### config.mk
export PLATFORM = sky130hd
export DESIGN_NAME = phymcs_regs
export DESIGN_NICKNAME = d
export VERILOG_FILES = /design/src/verilog/phymcs_pkg.sv /design/src/verilog/phymcs_sync.sv /design/src/verilog/phymcs_regs.sv
export SDC_FILE = /design/constraint.sdc
export NUM_CORES = 1
export LEC_CHECK = 0
export BUFFER_PORTS_ARGS = -buffer_cell sky130_fd_sc_hd__buf_2
export CORE_UTILIZATION = 50
export CTS_CLUSTER_SIZE = 12
export DETAILED_ROUTE_END_ITERATION = 6
export GPL_ROUTABILITY_DRIVEN = 0
export PLACE_DENSITY_LB_ADDON = 0.2
export SYNTH_ARGS = -nofsm -noshare
export SYNTH_HDL_FRONTEND = slang
export SYNTH_HIERARCHICAL = 1
export SYNTH_SLANG_ARGS = --single-unit
### constraint.sdc
create_clock -name clk_i -period 3.4 [get_ports clk_i]
set_clock_uncertainty 0.1 [all_clocks]
set_input_delay 0.68 -clock clk_i [delete_from_list [all_inputs] [get_ports clk_i]]
set_output_delay 0.68 -clock clk_i [all_outputs]
set_load 0.01 [all_outputs]
### src/verilog/phymcs_pkg.sv
/*
  Shared types and constants for the PHY management control and status block.
  Assumes a single 40 MHz system clock; management frames arrive on sampled pins.
*/
`default_nettype none

package phymcs_pkg;

  // ---------------------------------------------------------------------------
  // Register layouts
  // ---------------------------------------------------------------------------

  // Control register, most significant field first
  typedef struct packed {
    logic       soft_reset_bit;          // Self-clearing reset
    logic       loop_enable;             // Internal loop path
    logic       forced_speed_select;     // 1 = 100 Mb/s when forced and speed strap high
    logic       autoneg_enable;          // Negotiation on
    logic       low_power_enable;        // Power down both transceivers
    logic       isolate_enable;          // MII outputs released
    logic       autoneg_restart;         // Self-clearing restart
    logic       forced_duplex_select;    // 1 = full duplex when forced
    logic       collision_test_enable;   // Collision echoes transmit enable
    logic [6:0] reserved;                // Reads zero
  } phymcs_ctrl_type;

  // Status register, most significant field first
  typedef struct packed {
    logic       t4_ability;
    logic       fast_full_duplex_ability;
    logic       fast_half_duplex_ability;
    logic       slow_full_duplex_ability;
    logic       slow_half_duplex_ability;
    logic [3:0] reserved;
    logic       preamble_suppress_ok;
    logic       autoneg_complete;
    logic       remote_fault_latched;
    logic       autoneg_ability;
    logic       link_up_latched;
    logic       jabber_latched;
    logic       extended_regs_ability;
  } phymcs_status_type;

  // Pins from outside the clock domain, synchronised together
  typedef struct packed {
    logic mdc;
    logic mdio;
    logic speed_strap;
    logic duplex_strap;
    logic tx_en;
  } phymcs_pin_type;

  // Management frame sequencer states
  typedef enum logic [1:0] {
    ST_IDLE,
    ST_HDR,
    ST_TA,
    ST_DATA
  } phymcs_state_type;

  // ---------------------------------------------------------------------------
  // Constants
  // ---------------------------------------------------------------------------
  localparam int unsigned           PIN_W            = $bits(phymcs_pin_type);
  localparam logic [15:0]           CTRL_RESET       = 16'h3000;   // Negotiation on, 100 Mb/s
  localparam logic [15:0]           ZERO_WORD        = 16'h0000;   // Unmapped register answer
  localparam logic [6:0]            CTRL_RSVD        = 7'h00;
  localparam logic [3:0]            STAT_RSVD        = 4'h0;
  localparam logic [4:0]            REG_CONTROL      = 5'h00;
  localparam logic [4:0]            REG_STATUS       = 5'h01;
  localparam logic [4:0]            DEFAULT_PHY_ADDR = 5'h01;      // Plain default
  localparam logic [1:0]            OP_READ          = 2'h2;
  localparam logic [1:0]            OP_WRITE         = 2'h1;
  localparam logic [3:0]            HDR_LAST         = 4'hB;       // Op, PHY and register bits
  localparam logic [3:0]            TA_LAST          = 4'h1;       // Two turnaround bits
  localparam logic [3:0]            DATA_LAST        = 4'hF;       // Sixteen data bits
  localparam logic                  ABLE_T4          = 1'b0;
  localparam logic                  ABLE_OTHER       = 1'b1;

endpackage : phymcs_pkg

`default_nettype wire

### src/verilog/phymcs_sync.sv
/*
  Two-flop synchroniser for a group of asynchronous pins.
  Assumes pins are quasi-static relative to the 40 MHz clock.
*/
`default_nettype none

module phymcs_sync #(
  parameter int unsigned W = 1
) (
  // Clock and reset
  input  wire logic         clk_i,
  input  wire logic         rst_n_i,
  // Pins in, synchronised copy out
  input  wire logic [W-1:0] d_i,
  output logic      [W-1:0] q_o
);

  // ---------------------------------------------------------------------------
  // Two flip-flop stages; first stage feeds only the second
  // ---------------------------------------------------------------------------
  logic [W-1:0] meta_q;   // First stage

  always_ff @(posedge clk_i or negedge rst_n_i)
  begin
    if (!rst_n_i)
    begin
      meta_q <= '0;
      q_o    <= '0;
    end
    else
    begin
      meta_q <= d_i;
      q_o    <= meta_q;
    end
  end

endmodule : phymcs_sync

`default_nettype wire

### src/verilog/phymcs_regs.sv
/*
  Control and status registers of an embedded 10/100 PHY, reached by
  clause 22 management frames on MDC/MDIO. Assumes the PHY core drives
  link, jabber, fault and negotiation signals on clk_i; MDC, MDIO, straps
  and MII transmit enable are asynchronous and synchronised here.
*/
`default_nettype none

module phymcs_regs #(
  parameter logic [4:0] PHY_ADDR = phymcs_pkg::DEFAULT_PHY_ADDR
) (
  // Clock and reset
  input  wire logic clk_i,
  input  wire logic rst_n_i,
  // Management pins
  input  wire logic mdc_i,
  input  wire logic mdio_i,
  output logic      mdio_o,
  output logic      mdio_oe_n_o,
  // Strap pins
  input  wire logic speed_strap_i,
  input  wire logic duplex_strap_input_i,
  // MII pins
  input  wire logic mii_transmit_enable_in_i,
  output logic      mii_collision_out_o,
  output logic      mii_collision_oe_n_o,
  // PHY core status
  input  wire logic link_ok_i,
  input  wire logic jabber_i,
  input  wire logic remote_fault_i,
  input  wire logic an_done_i,
  input  wire logic an_started_i,
  input  wire logic an_speed_100_i,
  input  wire logic an_full_duplex_i,
  // PHY core controls
  output logic      phy_soft_reset_o,
  output logic      tx_medium_en_o,
  output logic      rx_medium_en_o,
  output logic      loop_path_o,
  output logic      low_power_o,
  output logic      an_enable_o,
  output logic      an_start_o,
  output logic      speed_100_o,
  output logic      full_duplex_o
);

  // ---------------------------------------------------------------------------
  // Pin synchronisation and MDC edge
  // ---------------------------------------------------------------------------
  phymcs_pkg::phymcs_pin_type   pin_raw;          // Raw pins
  phymcs_pkg::phymcs_pin_type   pin_s;            // Synchronised pins
  logic                         mdc_prev_q;       // MDC one clock ago
  logic                         mdc_rise;         // MDC rising edge seen

  assign pin_raw = '{mdc: mdc_i, mdio: mdio_i, speed_strap: speed_strap_i,
                     duplex_strap: duplex_strap_input_i, tx_en: mii_transmit_enable_in_i};

  phymcs_sync #(
    .W (phymcs_pkg::PIN_W)
  ) u_sync (
    .clk_i   (clk_i),
    .rst_n_i (rst_n_i),
    .d_i     (pin_raw),
    .q_o     (pin_s)
  );

  // Edge detector on the synchronised clock
  always_ff @(posedge clk_i or negedge rst_n_i)
  begin
    if (!rst_n_i)
      mdc_prev_q <= 1'b0;
    else
      mdc_prev_q <= pin_s.mdc;
  end

  assign mdc_rise = pin_s.mdc & ~mdc_prev_q;

  // ---------------------------------------------------------------------------
  // Register state
  // ---------------------------------------------------------------------------
  phymcs_pkg::phymcs_state_type state_q;          // Frame sequencer
  logic [3:0]                   cnt_q;            // Bit count in phase
  logic                         prev_bit_q;       // Last idle bit, for start
  logic [11:0]                  hdr_q;            // Op, PHY address, register
  logic [15:0]                  shift_q;          // Data shifter
  logic                         mdio_q;           // Driven MDIO level
  logic                         mdio_oe_n_q;      // Low while driving
  phymcs_pkg::phymcs_ctrl_type  ctrl_q;           // Control register
  phymcs_pkg::phymcs_ctrl_type  ctrl_wr;          // Control write value
  phymcs_pkg::phymcs_status_type status_word;     // Assembled status
  logic                         rf_q;             // Remote fault latch
  logic                         link_q;           // Latched-low link
  logic                         jab_q;            // Jabber latch
  logic                         done_q;           // Negotiation complete
  logic                         powerup_q;        // Start owed since reset
  logic                         speed_q;          // Effective speed
  logic                         duplex_q;         // Effective duplex

  // ---------------------------------------------------------------------------
  // Frame decode
  // ---------------------------------------------------------------------------
  wire       hdr_read  = (hdr_q[11:10] == phymcs_pkg::OP_READ);
  wire       hdr_write = (hdr_q[11:10] == phymcs_pkg::OP_WRITE);
  wire       hdr_match = (hdr_q[9:5] == PHY_ADDR);
  wire [4:0] hdr_reg   = hdr_q[4:0];
  wire       sel_ctrl  = (hdr_reg == phymcs_pkg::REG_CONTROL);
  wire       sel_stat  = (hdr_reg == phymcs_pkg::REG_STATUS);
  wire       rd_go     = mdc_rise && (state_q == phymcs_pkg::ST_TA) && (cnt_q == '0)
                         && hdr_read && hdr_match;
  wire       rd_status = rd_go && sel_stat;
  wire [15:0] wr_word  = {shift_q[14:0], pin_s.mdio};
  wire       wr_ctrl   = mdc_rise && (state_q == phymcs_pkg::ST_DATA)
                         && (cnt_q == phymcs_pkg::DATA_LAST) && hdr_write && hdr_match && sel_ctrl;
  phymcs_pkg::phymcs_ctrl_type wr_fields;                         // Write word by field
  assign wr_fields = phymcs_pkg::phymcs_ctrl_type'(wr_word);
  wire       soft_rst  = wr_ctrl && wr_fields.soft_reset_bit;
  wire       restart_wr = wr_ctrl && !wr_fields.soft_reset_bit && wr_fields.autoneg_restart;
  wire [15:0] rd_word  = sel_ctrl ? ctrl_q : (sel_stat ? status_word : phymcs_pkg::ZERO_WORD);

  // ---------------------------------------------------------------------------
  // Management frame sequencer, runs regardless of power-down
  // ---------------------------------------------------------------------------
  always_ff @(posedge clk_i or negedge rst_n_i)
  begin
    if (!rst_n_i)
    begin
      state_q     <= phymcs_pkg::ST_IDLE;
      cnt_q       <= '0;
      prev_bit_q  <= 1'b1;
      hdr_q       <= '0;
      shift_q     <= '0;
      mdio_q      <= 1'b1;
      mdio_oe_n_q <= 1'b1;
    end
    else if (mdc_rise)
    begin
      unique case (state_q)
        // Start is 0 then 1; preamble not required
        phymcs_pkg::ST_IDLE:
        begin
          prev_bit_q <= pin_s.mdio;
          if (!prev_bit_q && pin_s.mdio)
          begin
            state_q <= phymcs_pkg::ST_HDR;
            cnt_q   <= '0;
          end
        end
        // Collect op, address and register number
        phymcs_pkg::ST_HDR:
        begin
          hdr_q <= {hdr_q[10:0], pin_s.mdio};
          cnt_q <= cnt_q + 4'h1;
          if (cnt_q == phymcs_pkg::HDR_LAST)
          begin
            state_q <= phymcs_pkg::ST_TA;
            cnt_q   <= '0;
          end
        end
        // Turnaround: drive 0 on second bit when reading
        phymcs_pkg::ST_TA:
        begin
          cnt_q <= cnt_q + 4'h1;
          if (rd_go)
          begin
            mdio_oe_n_q <= 1'b0;
            mdio_q      <= 1'b0;
            shift_q     <= rd_word;
          end
          if (cnt_q == phymcs_pkg::TA_LAST)
          begin
            state_q <= phymcs_pkg::ST_DATA;
            cnt_q   <= '0;
            if (!mdio_oe_n_q)
              mdio_q <= shift_q[15];
          end
        end
        // Sixteen data bits, out or in
        phymcs_pkg::ST_DATA:
        begin
          cnt_q <= cnt_q + 4'h1;
          if (!mdio_oe_n_q)
          begin
            shift_q <= {shift_q[14:0], 1'b0};
            mdio_q  <= shift_q[14];
          end
          else
            shift_q <= wr_word;
          if (cnt_q == phymcs_pkg::DATA_LAST)
          begin
            state_q     <= phymcs_pkg::ST_IDLE;
            prev_bit_q  <= 1'b1;
            mdio_q      <= 1'b1;
            mdio_oe_n_q <= 1'b1;
          end
        end
      endcase
    end
  end

  // ---------------------------------------------------------------------------
  // Control register
  // ---------------------------------------------------------------------------

  // Write value with self-clearing and reserved bits forced
  always_comb
  begin
    ctrl_wr                 = phymcs_pkg::phymcs_ctrl_type'(wr_word);
    ctrl_wr.soft_reset_bit  = 1'b0;
    ctrl_wr.reserved        = phymcs_pkg::CTRL_RSVD;
    ctrl_wr.autoneg_restart = wr_fields.autoneg_restart | (ctrl_q.autoneg_restart & ~an_started_i);
  end

  always_ff @(posedge clk_i or negedge rst_n_i)
  begin
    if (!rst_n_i)
      ctrl_q <= phymcs_pkg::CTRL_RESET;
    else if (soft_rst)
      ctrl_q <= phymcs_pkg::CTRL_RESET;
    else if (wr_ctrl)
      ctrl_q <= ctrl_wr;
    else if (an_started_i)
      ctrl_q.autoneg_restart <= 1'b0;
  end

  // ---------------------------------------------------------------------------
  // Status latches; a read reloads from the live condition
  // ---------------------------------------------------------------------------
  always_ff @(posedge clk_i or negedge rst_n_i)
  begin
    if (!rst_n_i)
    begin
      rf_q      <= 1'b0;
      link_q    <= 1'b0;
      jab_q     <= 1'b0;
      done_q    <= 1'b0;
      powerup_q <= 1'b1;
    end
    else if (soft_rst)
    begin
      rf_q      <= 1'b0;
      link_q    <= 1'b0;
      jab_q     <= 1'b0;
      done_q    <= 1'b0;
      powerup_q <= 1'b1;
    end
    else
    begin
      rf_q      <= rd_status ? remote_fault_i : (rf_q | remote_fault_i);
      link_q    <= rd_status ? link_ok_i : (link_q & link_ok_i);
      jab_q     <= rd_status ? jabber_i : (jab_q | jabber_i);
      done_q    <= restart_wr ? 1'b0 : (an_done_i & ~an_start_o);
      powerup_q <= powerup_q & ~an_started_i;
    end
  end

  // Status word assembly
  always_comb
  begin
    status_word                          = '0;
    status_word.t4_ability               = phymcs_pkg::ABLE_T4;
    status_word.fast_full_duplex_ability = phymcs_pkg::ABLE_OTHER;
    status_word.fast_half_duplex_ability = phymcs_pkg::ABLE_OTHER;
    status_word.slow_full_duplex_ability = phymcs_pkg::ABLE_OTHER;
    status_word.slow_half_duplex_ability = phymcs_pkg::ABLE_OTHER;
    status_word.reserved                 = phymcs_pkg::STAT_RSVD;
    status_word.preamble_suppress_ok     = phymcs_pkg::ABLE_OTHER;
    status_word.autoneg_complete         = done_q;
    status_word.remote_fault_latched     = rf_q;
    status_word.autoneg_ability          = phymcs_pkg::ABLE_OTHER;
    status_word.link_up_latched          = link_q;
    status_word.jabber_latched           = jab_q;
    status_word.extended_regs_ability    = phymcs_pkg::ABLE_OTHER;
  end

  // ---------------------------------------------------------------------------
  // Effective speed and duplex
  // ---------------------------------------------------------------------------
  always_ff @(posedge clk_i or negedge rst_n_i)
  begin
    if (!rst_n_i)
    begin
      speed_q  <= 1'b0;
      duplex_q <= 1'b0;
    end
    else
    begin
      speed_q  <= ctrl_q.autoneg_enable ? an_speed_100_i
                  : (ctrl_q.forced_speed_select & pin_s.speed_strap);
      duplex_q <= ctrl_q.autoneg_enable ? an_full_duplex_i
                  : (ctrl_q.forced_duplex_select | pin_s.duplex_strap);
    end
  end

  // ---------------------------------------------------------------------------
  // Outputs
  // ---------------------------------------------------------------------------
  assign mdio_o               = mdio_q;
  assign mdio_oe_n_o          = mdio_oe_n_q;
  assign mii_collision_out_o  = ctrl_q.collision_test_enable & pin_s.tx_en;
  assign mii_collision_oe_n_o = ctrl_q.isolate_enable;
  assign phy_soft_reset_o     = soft_rst;
  assign tx_medium_en_o       = ~ctrl_q.loop_enable;
  assign rx_medium_en_o       = ~ctrl_q.loop_enable;
  assign loop_path_o          = ctrl_q.loop_enable;
  assign low_power_o          = ctrl_q.low_power_enable;
  assign an_enable_o          = ctrl_q.autoneg_enable;
  assign an_start_o           = ctrl_q.autoneg_restart | powerup_q;
  assign speed_100_o          = speed_q;
  assign full_duplex_o        = duplex_q;
endmodule : phymcs_regs

`default_nettype wire

=== After elaboration in Yosys (flattened, before gate mapping) ===
Cells that the tools add are included.
W data, S select, Z words.

* Memory bits (read-only): 0
* Memories kept: 0
* Output and inout port bits: 13
* Latch bits: 0
* Input port bits: 14
* RAM bits: 0
* Bits in registers: 71

* Mux-type cells: 40
* Equality and inequality tests: 16
* Reductions and logical operators: 30
* $add $sub $neg: 1
* Bitwise logic cells: 16
* Shift-type cells: 0
* Multipliers: 0
* Div/mod/pow operators: 0
* Order comparisons: 0

{| class="wikitable"
|+ Operator list
! kind !! count
|-
| $mux W16 || 3
|-
| $pmux W16 S2 || 1
|-
| $mux W1 || 21
|-
| $pmux W4 S4 || 1
|-
| $mux W15 || 1
|-
| $logic_and A1 B1 Y1 || 14
|-
| $mux W4 || 3
|-
| $eq A5 B1 Y1 const B || 2
|-
| $mux W9 || 1
|-
| $reduce_and A3 Y1 || 3
|-
| $eq A4 B4 Y1 const B || 2
|-
| $mux W2 || 4
|-
| $pmux W2 S4 || 1
|-
| $and A1 B1 Y1 || 7
|-
| $eq A2 B2 Y1 const B || 3
|-
| $mux W6 || 1
|-
| $ne A2 B2 Y1 const B || 3
|-
| $pmux W1 S2 || 3
|-
| $reduce_bool A2 Y1 || 3
|-
| $logic_not A5 Y1 || 1
|-
| $or A1 B1 Y1 || 5
|-
| $reduce_and A5 Y1 || 1
|-
| $add A4 B1 Y4 const B || 1
|-
| $eq A2 B1 Y1 const B || 2
|-
| other kinds (10) || 16
|}

=== Logic depth before layout (Yosys ltp) ===
Gate-level depths: netlist of the first run.

* Depth in word-level cells: 11
* Gate-level depth with buffers: 7
* Depth with buffers taken out: 6

=== By module ===
Netlist of the first run, hierarchy kept.

{| class="wikitable"
|+ Modules (own cells, without submodules)
! module !! area each (um^2) !! cells an instance !! times used
|-
| phymcs_regs || 2,753.9 || 247 || 1
|-
| phymcs_sync || 250.2 || 10 || 1
|}

=== Worst setup path before layout of the first run ===
No wires, ideal clock.

* Path kind: register -> output
* Start point: register hdr_q[1]
* End point: output phy_soft_reset_o
* Path slack: 0.827 ns
* Cell stages (with the launch flop): 5
* Path buffers: 0
* Required time: 2.620 ns
* Arrival: 1.793 ns
* Cell sequence: dfrtp_1 or4_1 or4_1 nor2_1 and2_1

* Cells in the longest elaborated chain, start to end: 3

{| class="wikitable"
|+ RTL lines
! element !! RTL line !! source
|-
| from (decl) || phymcs_regs.sv:84 || <nowiki>logic [11:0] hdr_q;</nowiki>
|-
| from (signal assigned) || phymcs_regs.sv:151 || <nowiki>hdr_q <= {hdr_q[10:0], pin_s.mdio};</nowiki>
|-
| $logic_not A5 Y1 || phymcs_regs.sv:106 || <nowiki>wire sel_ctrl = (hdr_reg == phymcs_pkg::REG_CONTROL);</nowiki>
|-
| $logic_and A1 B1 Y1 || phymcs_regs.sv:113 || <nowiki>&& (cnt_q == phymcs_pkg::DATA_LAST) && hdr_write && hdr_match && sel_ctrl;</nowiki>
|-
| $logic_and A1 B1 Y1 || phymcs_regs.sv:116 || <nowiki>wire soft_rst = wr_ctrl && wr_fields.soft_reset_bit;</nowiki>
|-
| to (decl) || phymcs_regs.sv:36 || <nowiki>output logic phy_soft_reset_o,</nowiki>
|}

Every way passes these cells.

=== Final worst setup path of the first run ===
Ends and elaborated chain as after synthesis.

==> results of run 1 <==
[cell type report]
cell class	instances	share of cell area, %
inverters	14	1.55
repair buffers	32	5.16
clock inverters	6	1.99
multi-input cells	168	38.0
flip-flops and latches	63	46.6
well taps	72	2.65
clock buffers	10	4.05
[through the flow]
stage	hold slack [ps]	utilization (%)	setup slack [ps]	instance area (µm²)	std cells
6_report	251	60.2	259	3400	365
5_1_grt	255	60.2	141	3400	365
4_1_cts	253	60.2	257	3400	365
3_5_place_dp	237	56.6	635	3190	349
3_3_place_gp	232	56.6	662	3190	349
2_1_floorplan	231	-	827	3000	257
[cells in the mapped netlist (6+ instances only)]
library cell,instances
dfrtp_1,57
nor2b_1,7
nand2_1,15
a22o_1,8
o21ai_0,16
ha_1,7
mux2_2,22
nor2_1,13
inv_1,14
dfstp_2,6
a21oi_1,10
mux2_4,7
[logic make-up after synthesis]
logic type | share of synthesized area (%)
compound gates | 12.8
xor+xnor | 0.292
fa+ha+maj | 2.92
buf+inv | 4.33
flops | 52.7
mux | 13.4
simple gates | 13.5
[routing by layer]
metal	routed length [µm]	track usage (%)	vias up	part of all wire, %
met2	2560	32.1	39	45
met4	106	11.5	0	1.9
li1	-	-	987	-
met3	201	3.77	11	3.5
met1	2830	28.0	983	50
met5	0	0	-	0
[worst max-delay path by stage]
| stage | slack [ps] | from | to |
|---|---|---|---|
| 2_1_floorplan | 830 | hdr_q[1] | phy_soft_reset_o |
| 3_3_place_gp | 660 | hdr_q[1] | phy_soft_reset_o |
| 3_5_place_dp | 640 | hdr_q[1] | phy_soft_reset_o |
| 4_1_cts | 260 | hdr_q[1] | phy_soft_reset_o |
| 5_1_grt | 140 | hdr_q[1] | phy_soft_reset_o |
| 6_report | 260 | hdr_q[1] | phy_soft_reset_o |
[state kept, by name, summed over array words and instances (netlist names), 2 cells and up]
register / cells
state_q: 2
ctrl_q: 4
hdr_q: 12
u_sync/meta_q: 5
cnt_q: 4
shift_q: 16
u_sync/q_o: 5
[cells in the final DEF (no fill, tap or decap), types with 4 or more instances in the layout]
master,n
dfrtp_1,57
buf_2,26
mux2_2,22
o21ai_0,16
nand2_1,15
inv_1,14
nor2_1,13
a21oi_1,10
clkbuf_8,10
a22o_1,8
nor2b_1,7
mux2_4,7
ha_1,7
dfstp_2,6
buf_4,6
nand3_1,5
mux2i_1,5
or2_2,4
nor4_1,4
nor3_1,4
[power by group through the flow]
stage               Sequential [mW]  Combinational (mW)  Clock [mW]
floorplan                     0.956               0.519           0
global placement              0.996               0.625           0
detailed placement             1.00               0.636           0
CTS                           0.990               0.642       0.684
global route                   1.01               0.723       0.716
finish                        0.991               0.637       0.669
==> impl_metrics.tcl, run 1 <==
set metrics [dict create \
    ys_warn_count 6 \
    grt_start_max_net_pins 64 \
    maxSlewViolCount 0 \
    startpoint_type "register" \
    dp_hpwl_um 3750 \
    clockBufferDepth 2 \
    r2r-start "state_q[1]" \
    rr_endpoint "mii_collision_oe_n_o" \
    drt-total-wl_um 5700 \
    reg2regPathDepth 6 \
    netlist.area_leader.share_pct 47.5 \
    port_buffers 26 \
    numCtsBuffers 9 \
    synth.area.top_cells "dfrtp_1 47%, mux2_2 8.2%, dfstp_2 5.2%, mux2_4 3.5%, ha_1 2.9%" \
    cp_num_cells 5 \
    io_pins 27 \
    grtUsageTotal_pct 20.9 \
    ctsResizeCount 0 \
    wl_per_cell_um 15.6 \
    netlist_area_mm2 0.00300 \
    synthCells 257 \
    hold_viol_final 0 \
    holdPathStages 0 \
    grt_pass1_vias 2072 \
    dr.pass1.iters 4 \
    critical-path-slowest-cell "or4_1" \
    switching_power_mw 0.769 \
    syn_to_final_growth_pct 13.1 \
    clk-insertion-delay-late_ps 340 \
    min_from "u_sync/meta_q[1]" \
    synth.avg_cell_area_um2 11.7 \
    vias_per_cell 5.53 \
    via_count 2020 \
    synth.distinct_cells 51 \
    cts_hold_buffers 0 \
    synth_top_flop_cell "dfrtp_1" \
    path_buf_inv 1 \
    grt_pass1_wl_um 9850 \
    synth_top_area_cell "dfrtp_1" \
    comb_power_share_pct 27.7 \
    drive_gt1_share_pct 32.1 \
    cp_slowest_stage_delay_ps 580 \
    diodes 0 \
    maxCapViolCount 0 \
    max_freq_mhz 318 \
    start_util_pct 53.2 \
    root_buffer "clkbuf_8" \
    synth_edf_count 0 \
    ys_seq_area_share_pct 52.7 \
    status "completed" \
    multi_input_area_mm2 0.00129 \
    seqPwrFrac_pct 43.1 \
    critPathRequiredTime_ps 2620 \
    min_to "u_sync/q_o[1]" \
    slew_headroom_pct 48.7 \
    route.detailed.drc 0 \
    p_leak_nw 1.58 \
    synth.ff_latch_count 63 \
    p_total_mw 2.30 \
    fp.coreArea_mm2 0.00564 \
    cts_tree "yes" \
    worstMarginPinSlew_ps 769 \
    cts.sink_count 63 \
    p_sw_share_pct 33.5 \
    regArea_mm2 0.00158 \
    dieHeight_um 79.5 \
    end_kind "primary output" \
    rrSetupSlack_ps 910 \
    clkPwrFrac_pct 29.1 \
    postRouteAntennaNets 0 \
    fp.dieW_um 79.5 \
    clkSlewWorstSetupHoldPaths_ps 70 \
    rsz0062_at_grt "no" \
    worstSetupPathType "reg2out" \
    worst_path_most_repeated_cell "or4_1" \
    finalSetupTns_ps 0 \
    fill_cells 460 \
    fp.dieArea_mm2 0.00632 \
    syn-num-nets 278 \
    min_path_type "reg2reg" \
    postSynth.asyncResetShare_pct 100 \
    antenna_found_initial 0 \
    internal-power_mw 1.53 \
    num_rows 27 \
    setup_viol 0 \
    critPathTopFamily "simple AND/OR/NAND/NOR gates" \
    fin_nets 309 \
    cts_htree_levels 3 \
    peakVddDrop_v 0.000364 \
    post_cts_buffers 0 \
    path_cells "or4_1 -> or4_1 -> nor2_1 -> and2_1 -> buf_2" \
    fin_crit_ps 3140 \
    crit_fanout 4 \
    fin_crit_sh_pct 92.4 \
    p_per_area_mw_per_mm2 676 \
    drt_iter0_drc 101 \
    arrival_ps 2360 \
    grt.overflow.total 0 \
]
No activity file was read; power rests on OpenSTA's default activity.
==> inputs of run 2 (changes only) <==
clock period = 2.65 ns   (was 3.4 ns; I/O delays follow)
==> impl_metrics.tcl, run 2 (synthesis gave the netlist of run 1 again) <==
set metrics [dict create \
    slew_headroom_pct 49.6 \
    p_leak_nw 1.66 \
    dieHeight_um 79.5 \
    min_path_type "in2async" \
    peakVddDrop_v 0.000484 \
    multi_input_area_mm2 0.00131 \
    rr_endpoint "shift_q[7]" \
    num_rows 27 \
    cts.sink_count 63 \
    worst_path_most_repeated_cell "or4_4" \
    drt-total-wl_um 5810 \
    fin_nets 322 \
    hold_ws_ps 127 \
    path_cells "or4_4 -> or4_4 -> nor2_4 -> and2_4 -> buf_6" \
    maxSlewViolCount 0 \
    io_pins 27 \
    cts_tree "yes" \
    fin_ws_ps -63.0 \
    fin_crit_sh_pct 102 \
    rsz0062_at_grt "yes" \
    start_util_pct 53.2 \
    clockBufferDepth 2 \
    worstSetupPathType "reg2out" \
    rrSetupSlack_ps 260 \
    startpoint_type "register" \
    drt_iter0_drc 109 \
    grt_start_max_net_pins 35 \
    clkSlewWorstSetupHoldPaths_ps 70 \
    root_buffer "clkbuf_8" \
    post-route-util_pct 62.8 \
    crit_fanout 2 \
    antenna_found_initial 0 \
    worstMarginPinSlew_ps 750 \
    drive_gt1_share_pct 36.1 \
    dr.pass1.iters 4 \
    violations "negative setup slack" \
    end_kind "primary output" \
    diodes 0 \
    cts_htree_levels 3 \
    vias_per_cell 5.47 \
    regArea_mm2 0.00158 \
    layout_commonest_cell "dfrtp_1" \
    via_count 2063 \
    maxCapViolCount 0 \
    r2r-start "cnt_q[0]" \
    numCtsBuffers 9 \
    regMostFlops "shift_q" \
    route.detailed.drc 0 \
    syn_to_final_growth_pct 17.9 \
    fp.coreArea_mm2 0.00564 \
    critical-path-slowest-cell "or4_4" \
    grtUsageTotal_pct 20.7 \
    port_buffers 26 \
    hold_viol_final 0 \
    fin_crit_ps 2710 \
    max_freq_mhz 369 \
    cp_slowest_stage_delay_ps 550 \
    status "finished, violations left" \
    reg2regPathDepth 8 \
    arrival_ps 2080 \
    grt.overflow.total 0 \
    wl_per_cell_um 15.4 \
    grt_pass1_vias 2067 \
    setup_viol 1 \
    fp.dieW_um 79.5 \
    largest_register_ff_count 16 \
    p_per_area_mw_per_mm2 875 \
    grt_pass1_wl_um 9760 \
    mostFrequentLayoutCells "57 x dfrtp_1, 25 x buf_2, 22 x mux2_2" \
    largest_registers "shift_q x16, hdr_q x12" \
    critPathRequiredTime_ps 2020 \
    fill_cells 447 \
    clk-insertion-delay-late_ps 340 \
    postRouteAntennaNets 0 \
    dp_hpwl_um 3940 \
    fp.dieArea_mm2 0.00632 \
]
-- run 2: cell types whose count changed in the layout (fill, tap and decap cells not counted), sizes merged --
cell,before,now
inv,15,14
clkinv,2,0
buf,32,45
clkbuf,10,13
clkinvlp,2,1
-- run 2: timing repair --
| action | in CTS | in global routing |
|---|---|---|
| setup endpoints to repair | 1 | 1 |
| hold buffers | 0 | 0 |
| setup buffers | 4 | 2 |
| pin swaps | 2 | 0 |
| gates resized for setup | 6 | 0 |
-- run 2: worst max-delay path by stage --
stage / start / to / slack (ps) / depth (start not counted)
after floorplan: hdr_q[1] / phy_soft_reset_o / 230 / 4
after global placement: hdr_q[1] / phy_soft_reset_o / 110 / 5
after detailed placement: hdr_q[1] / phy_soft_reset_o / 70 / 5
after CTS: hdr_q[1] / phy_soft_reset_o / -50 / 5
after global routing: hdr_q[1] / phy_soft_reset_o / -110 / 5
final: hdr_q[1] / phy_soft_reset_o / -60 / 5
-- run 2: final cells by class --
class | instances | share of cell area [%]
Sequential cell | 63 | 44.7
Multi-Input combinational cell | 168 | 36.9
Timing Repair Buffer | 45 | 8.23
Clock buffer | 13 | 5.05
Tap cell | 72 | 2.54
Inverter | 14 | 1.48
Clock inverter | 2 | 1.06
-- run 2: per-layer routing --
metal | up-vias | share of wire (%) | global-route usage [%]
met5 | - | 0 | 0
met4 | 0 | 1.8 | 10.4
met3 | 10 | 3.6 | 5.03
met2 | 40 | 45 | 30.7
met1 | 1007 | 50 | 28.2
li1 | 1006 | - | -
-- run 2: power by group --
part | switching, mW | internal, mW
logic | 0.492 | 0.460
registers | 0.130 | 1.12
clock network | 0.366 | 0.532
-- run 2: stage by stage --
stage	setup slack (ps)	power, mW	TNS, ps	cell area [µm²]	instances
after global placement	114	2.13	0	3260	356
after global routing	-112	3.29	-112	3540	377
after detailed placement	70.0	2.15	0	3260	356
final	-63.0	3.10	-63.0	3540	377
after CTS	-52.3	3.10	-52.3	3530	375
after floorplan	227	1.89	0	3000	257
-- run 2: critical path, delay by kind of cell, from the launching register on --
| kind | cells | cell delay [ps] |
|---|---|---|
| AND/OR/NAND/NOR | 4 | 1280 |
| buffers and inverters | 1 | 90 |
| flip-flops | 1 | 380 |
==> inputs of run 3 (changes only) <==
SYNTH_HIERARCHICAL = not set   (was 1)
==> impl_metrics.tcl, run 3 <==
set metrics [dict create \
    synth_edf_count 0 \
    grt_pass1_vias 2040 \
    internal-power_mw 2.31 \
    holdPathStages 1 \
    dieHeight_um 80.0 \
    port_buffers 26 \
    synth_top_area_cell "dfrtp_1" \
    yosys.area_share.xor_xnor_pct 0.288 \
    mostFrequentLayoutCells "55 x dfrtp_1, 26 x buf_2, 23 x o21ai_0" \
    p_total_mw 3.36 \
    p_per_area_mw_per_mm2 936 \
    largest_register_ff_count 16 \
    dp_hpwl_um 3930 \
    switching_power_mw 1.05 \
    synth.distinct_cells 57 \
    rrSetupSlack_ps 490 \
    min_from "speed_strap_i" \
    r2r-start "state_q[0]" \
    root_buffer "clkbuf_8" \
    critPathRequiredTime_ps 2020 \
    fp.dieArea_mm2 0.00640 \
    syn-num-nets 276 \
    comb_power_share_pct 29.2 \
    seqPwrFrac_pct 39.5 \
    startpoint_type "register" \
    synthCells 255 \
    synthMostInstantiatedCell "dfrtp_1" \
    postSynth.asyncResetShare_pct 100 \
    peakVddDrop_v 0.000444 \
    status "completed" \
    dr.pass1.iters 4 \
    place_area_mm2 0.00325 \
    cts_tree "yes" \
    numCtsBuffers 9 \
    cts.sink_count 63 \
    max_freq_mhz 389 \
    fin_nets 317 \
    grtUsageTotal_pct 21.6 \
    synth.avg_cell_area_um2 11.9 \
    netlist.area_leader.share_pct 46.9 \
    wl_per_cell_um 15.9 \
    start_util_pct 51.7 \
    fin_area_mm2 0.00358 \
    synth_compound_area_share_pct 12.8 \
    vias_per_cell 5.57 \
    grt_start_max_net_pins 64 \
    synth_top_family_by_area "simple AND/OR/NAND/NOR gates" \
    hold_viol_final 0 \
    route.detailed.drc 0 \
    rr_endpoint "state_q[1]" \
    largest_registers "shift_q x16, hdr_q x12" \
    maxCapViolCount 0 \
    clkPwrFrac_pct 31.3 \
    grt.overflow.total 0 \
    synthAdderAreaFrac_pct 2.88 \
    postRouteAntennaNets 0 \
    grt_pass1_wl_um 10200 \
    setup_viol 0 \
    maxSlewViolCount 0 \
    num_rows 28 \
    p_sw_share_pct 31.2 \
    min_to "u_sync.meta_q[2]" \
    worstSetupPathType "reg2out" \
    io_pins 27 \
    clk-insertion-delay-late_ps 340 \
    reg2regPathDepth 6 \
    synth_top_flop_cell "dfrtp_1" \
    drt_iter0_drc 137 \
    worstMarginPinSlew_ps 789 \
    end_kind "primary output" \
    regMostFlops "shift_q" \
    cts_hold_buffers 0 \
    clockBufferDepth 2 \
    syn_to_final_growth_pct 17.8 \
    critPathTopFamily "simple AND/OR/NAND/NOR gates" \
    fp.coreArea_mm2 0.00589 \
    antenna_found_initial 0 \
    synth.ff_latch_count 63 \
    ys_warn_count 0 \
    p_leak_nw 1.60 \
    layout_commonest_cell "dfrtp_1" \
    fp.dieW_um 80.0 \
    arrival_ps 1940 \
    cp_slowest_stage_delay_ps 470 \
    netlist_top_cells_count "57 x dfrtp_1, 23 x o21ai_0, 18 x mux2_2, 18 x nand2_1, 13 x inv_1" \
    synth.area.top_cells "dfrtp_1 47%, mux2_2 6.7%, dfstp_2 5.2%, o21ai_0 3.8%, mux2_4 3.5%" \
    ys_seq_area_share_pct 52.1 \
    drive_gt1_share_pct 37.2 \
    drt-total-wl_um 5970 \
    min_path_type "in2reg" \
    path_cells "ha_4 -> and3_4 -> nand4b_1 -> or4_1 -> nor2_1 -> buf_2" \
    slew_headroom_pct 47.4 \
    fin_crit_sh_pct 97.1 \
    clkSlewWorstSetupHoldPaths_ps 70 \
    crit_fanout 3 \
    critical-path-slowest-cell "or4_1" \
    yosys.area_share.simple_pct 15.5 \
    path_buf_inv 1 \
    fin_crit_ps 2570 \
    post-route-util_pct 60.9 \
    netlist_area_mm2 0.00304 \
    via_count 2093 \
    cts_htree_levels 3 \
    synthMuxAreaShare_pct 12.1 \
    diodes 0 \
]
run 3: cell types whose count changed after synthesis, sizes merged, moves of 3 or more:
cell / change
mux2: -4
nand3: +3
nand2: +3
nor2b: -6
a21oi: -4
o21ai: +7
nor2: -3
run 3: power groups by stage:
stage / combinational (mW) / sequential, mW / clock [mW]
after floorplan: 0.748 / 1.28 / 0
after global placement: 0.879 / 1.34 / 0
after detailed placement: 0.890 / 1.35 / 0
after CTS: 0.970 / 1.32 / 1.08
after global routing: 1.09 / 1.36 / 1.12
final: 0.980 / 1.33 / 1.05
run 3: final cells by class:
| cell class | count | area (µm²) |
|---|---|---|
| fill | 467 | 2300 |
| clock inverter | 5 | 104 |
| clock buffer | 11 | 151 |
| inverter | 14 | 52.6 |
| sequential | 63 | 1590 |
| multi-input combinational | 166 | 1350 |
| timing repair buffer | 42 | 250 |
| tap | 75 | 93.8 |
run 3: per-stage QoR:
step | cells | setup WS, ps | TNS (ps) | hold slack (ps)
6_report | 376 | 78.1 | 0 | 186
5_1_grt | 376 | -1.76 | -1.76 | 169
4_1_cts | 373 | 28.6 | 0 | 167
3_5_place_dp | 352 | 291 | 0 | 236
3_3_place_gp | 352 | 310 | 0 | 232
2_1_floorplan | 255 | 427 | 0 | 134
run 3: layer usage:
metal	up-vias	share of wire, %	GRT usage (%)
met1	1041	49	30.2
li1	993	-	-
met3	9	4.6	5.14
met4	0	1.8	9.11
met2	50	45	32.1
met5	-	0	0
run 3: cell families (layout without fill, tap and decap cells):
group / after synthesis / in the layout
AO/OA/AOI/OAI: 55 / 55
flip-flops: 63 / 63
buffers and inverters: 26 / 72
XOR/XNOR: 1 / 1
multiplexers: 31 / 31
AND/OR/NAND/NOR: 72 / 72
adder cells (fa/ha/maj): 7 / 7
run 3: worst max path at each step:
stage	cells past startpoint	startpoint	to	slack [ps]
finish	6	cnt_q[0]	phy_soft_reset_o	80
global route	6	cnt_q[0]	phy_soft_reset_o	-2
CTS	6	cnt_q[1]	phy_soft_reset_o	30
detailed placement	4	hdr_q[4]	phy_soft_reset_o	290
global placement	4	hdr_q[4]	phy_soft_reset_o	310
floorplan	3	hdr_q[4]	phy_soft_reset_o	430
run 3: timing repair:
| action | CTS | global route |
|---|---|---|
| buffers inserted | 5 | 3 |
| endpoints found under the setup margin | 1 | 1 |
| resized for setup | 5 | 1 |
| pin swaps | 4 | 2 |
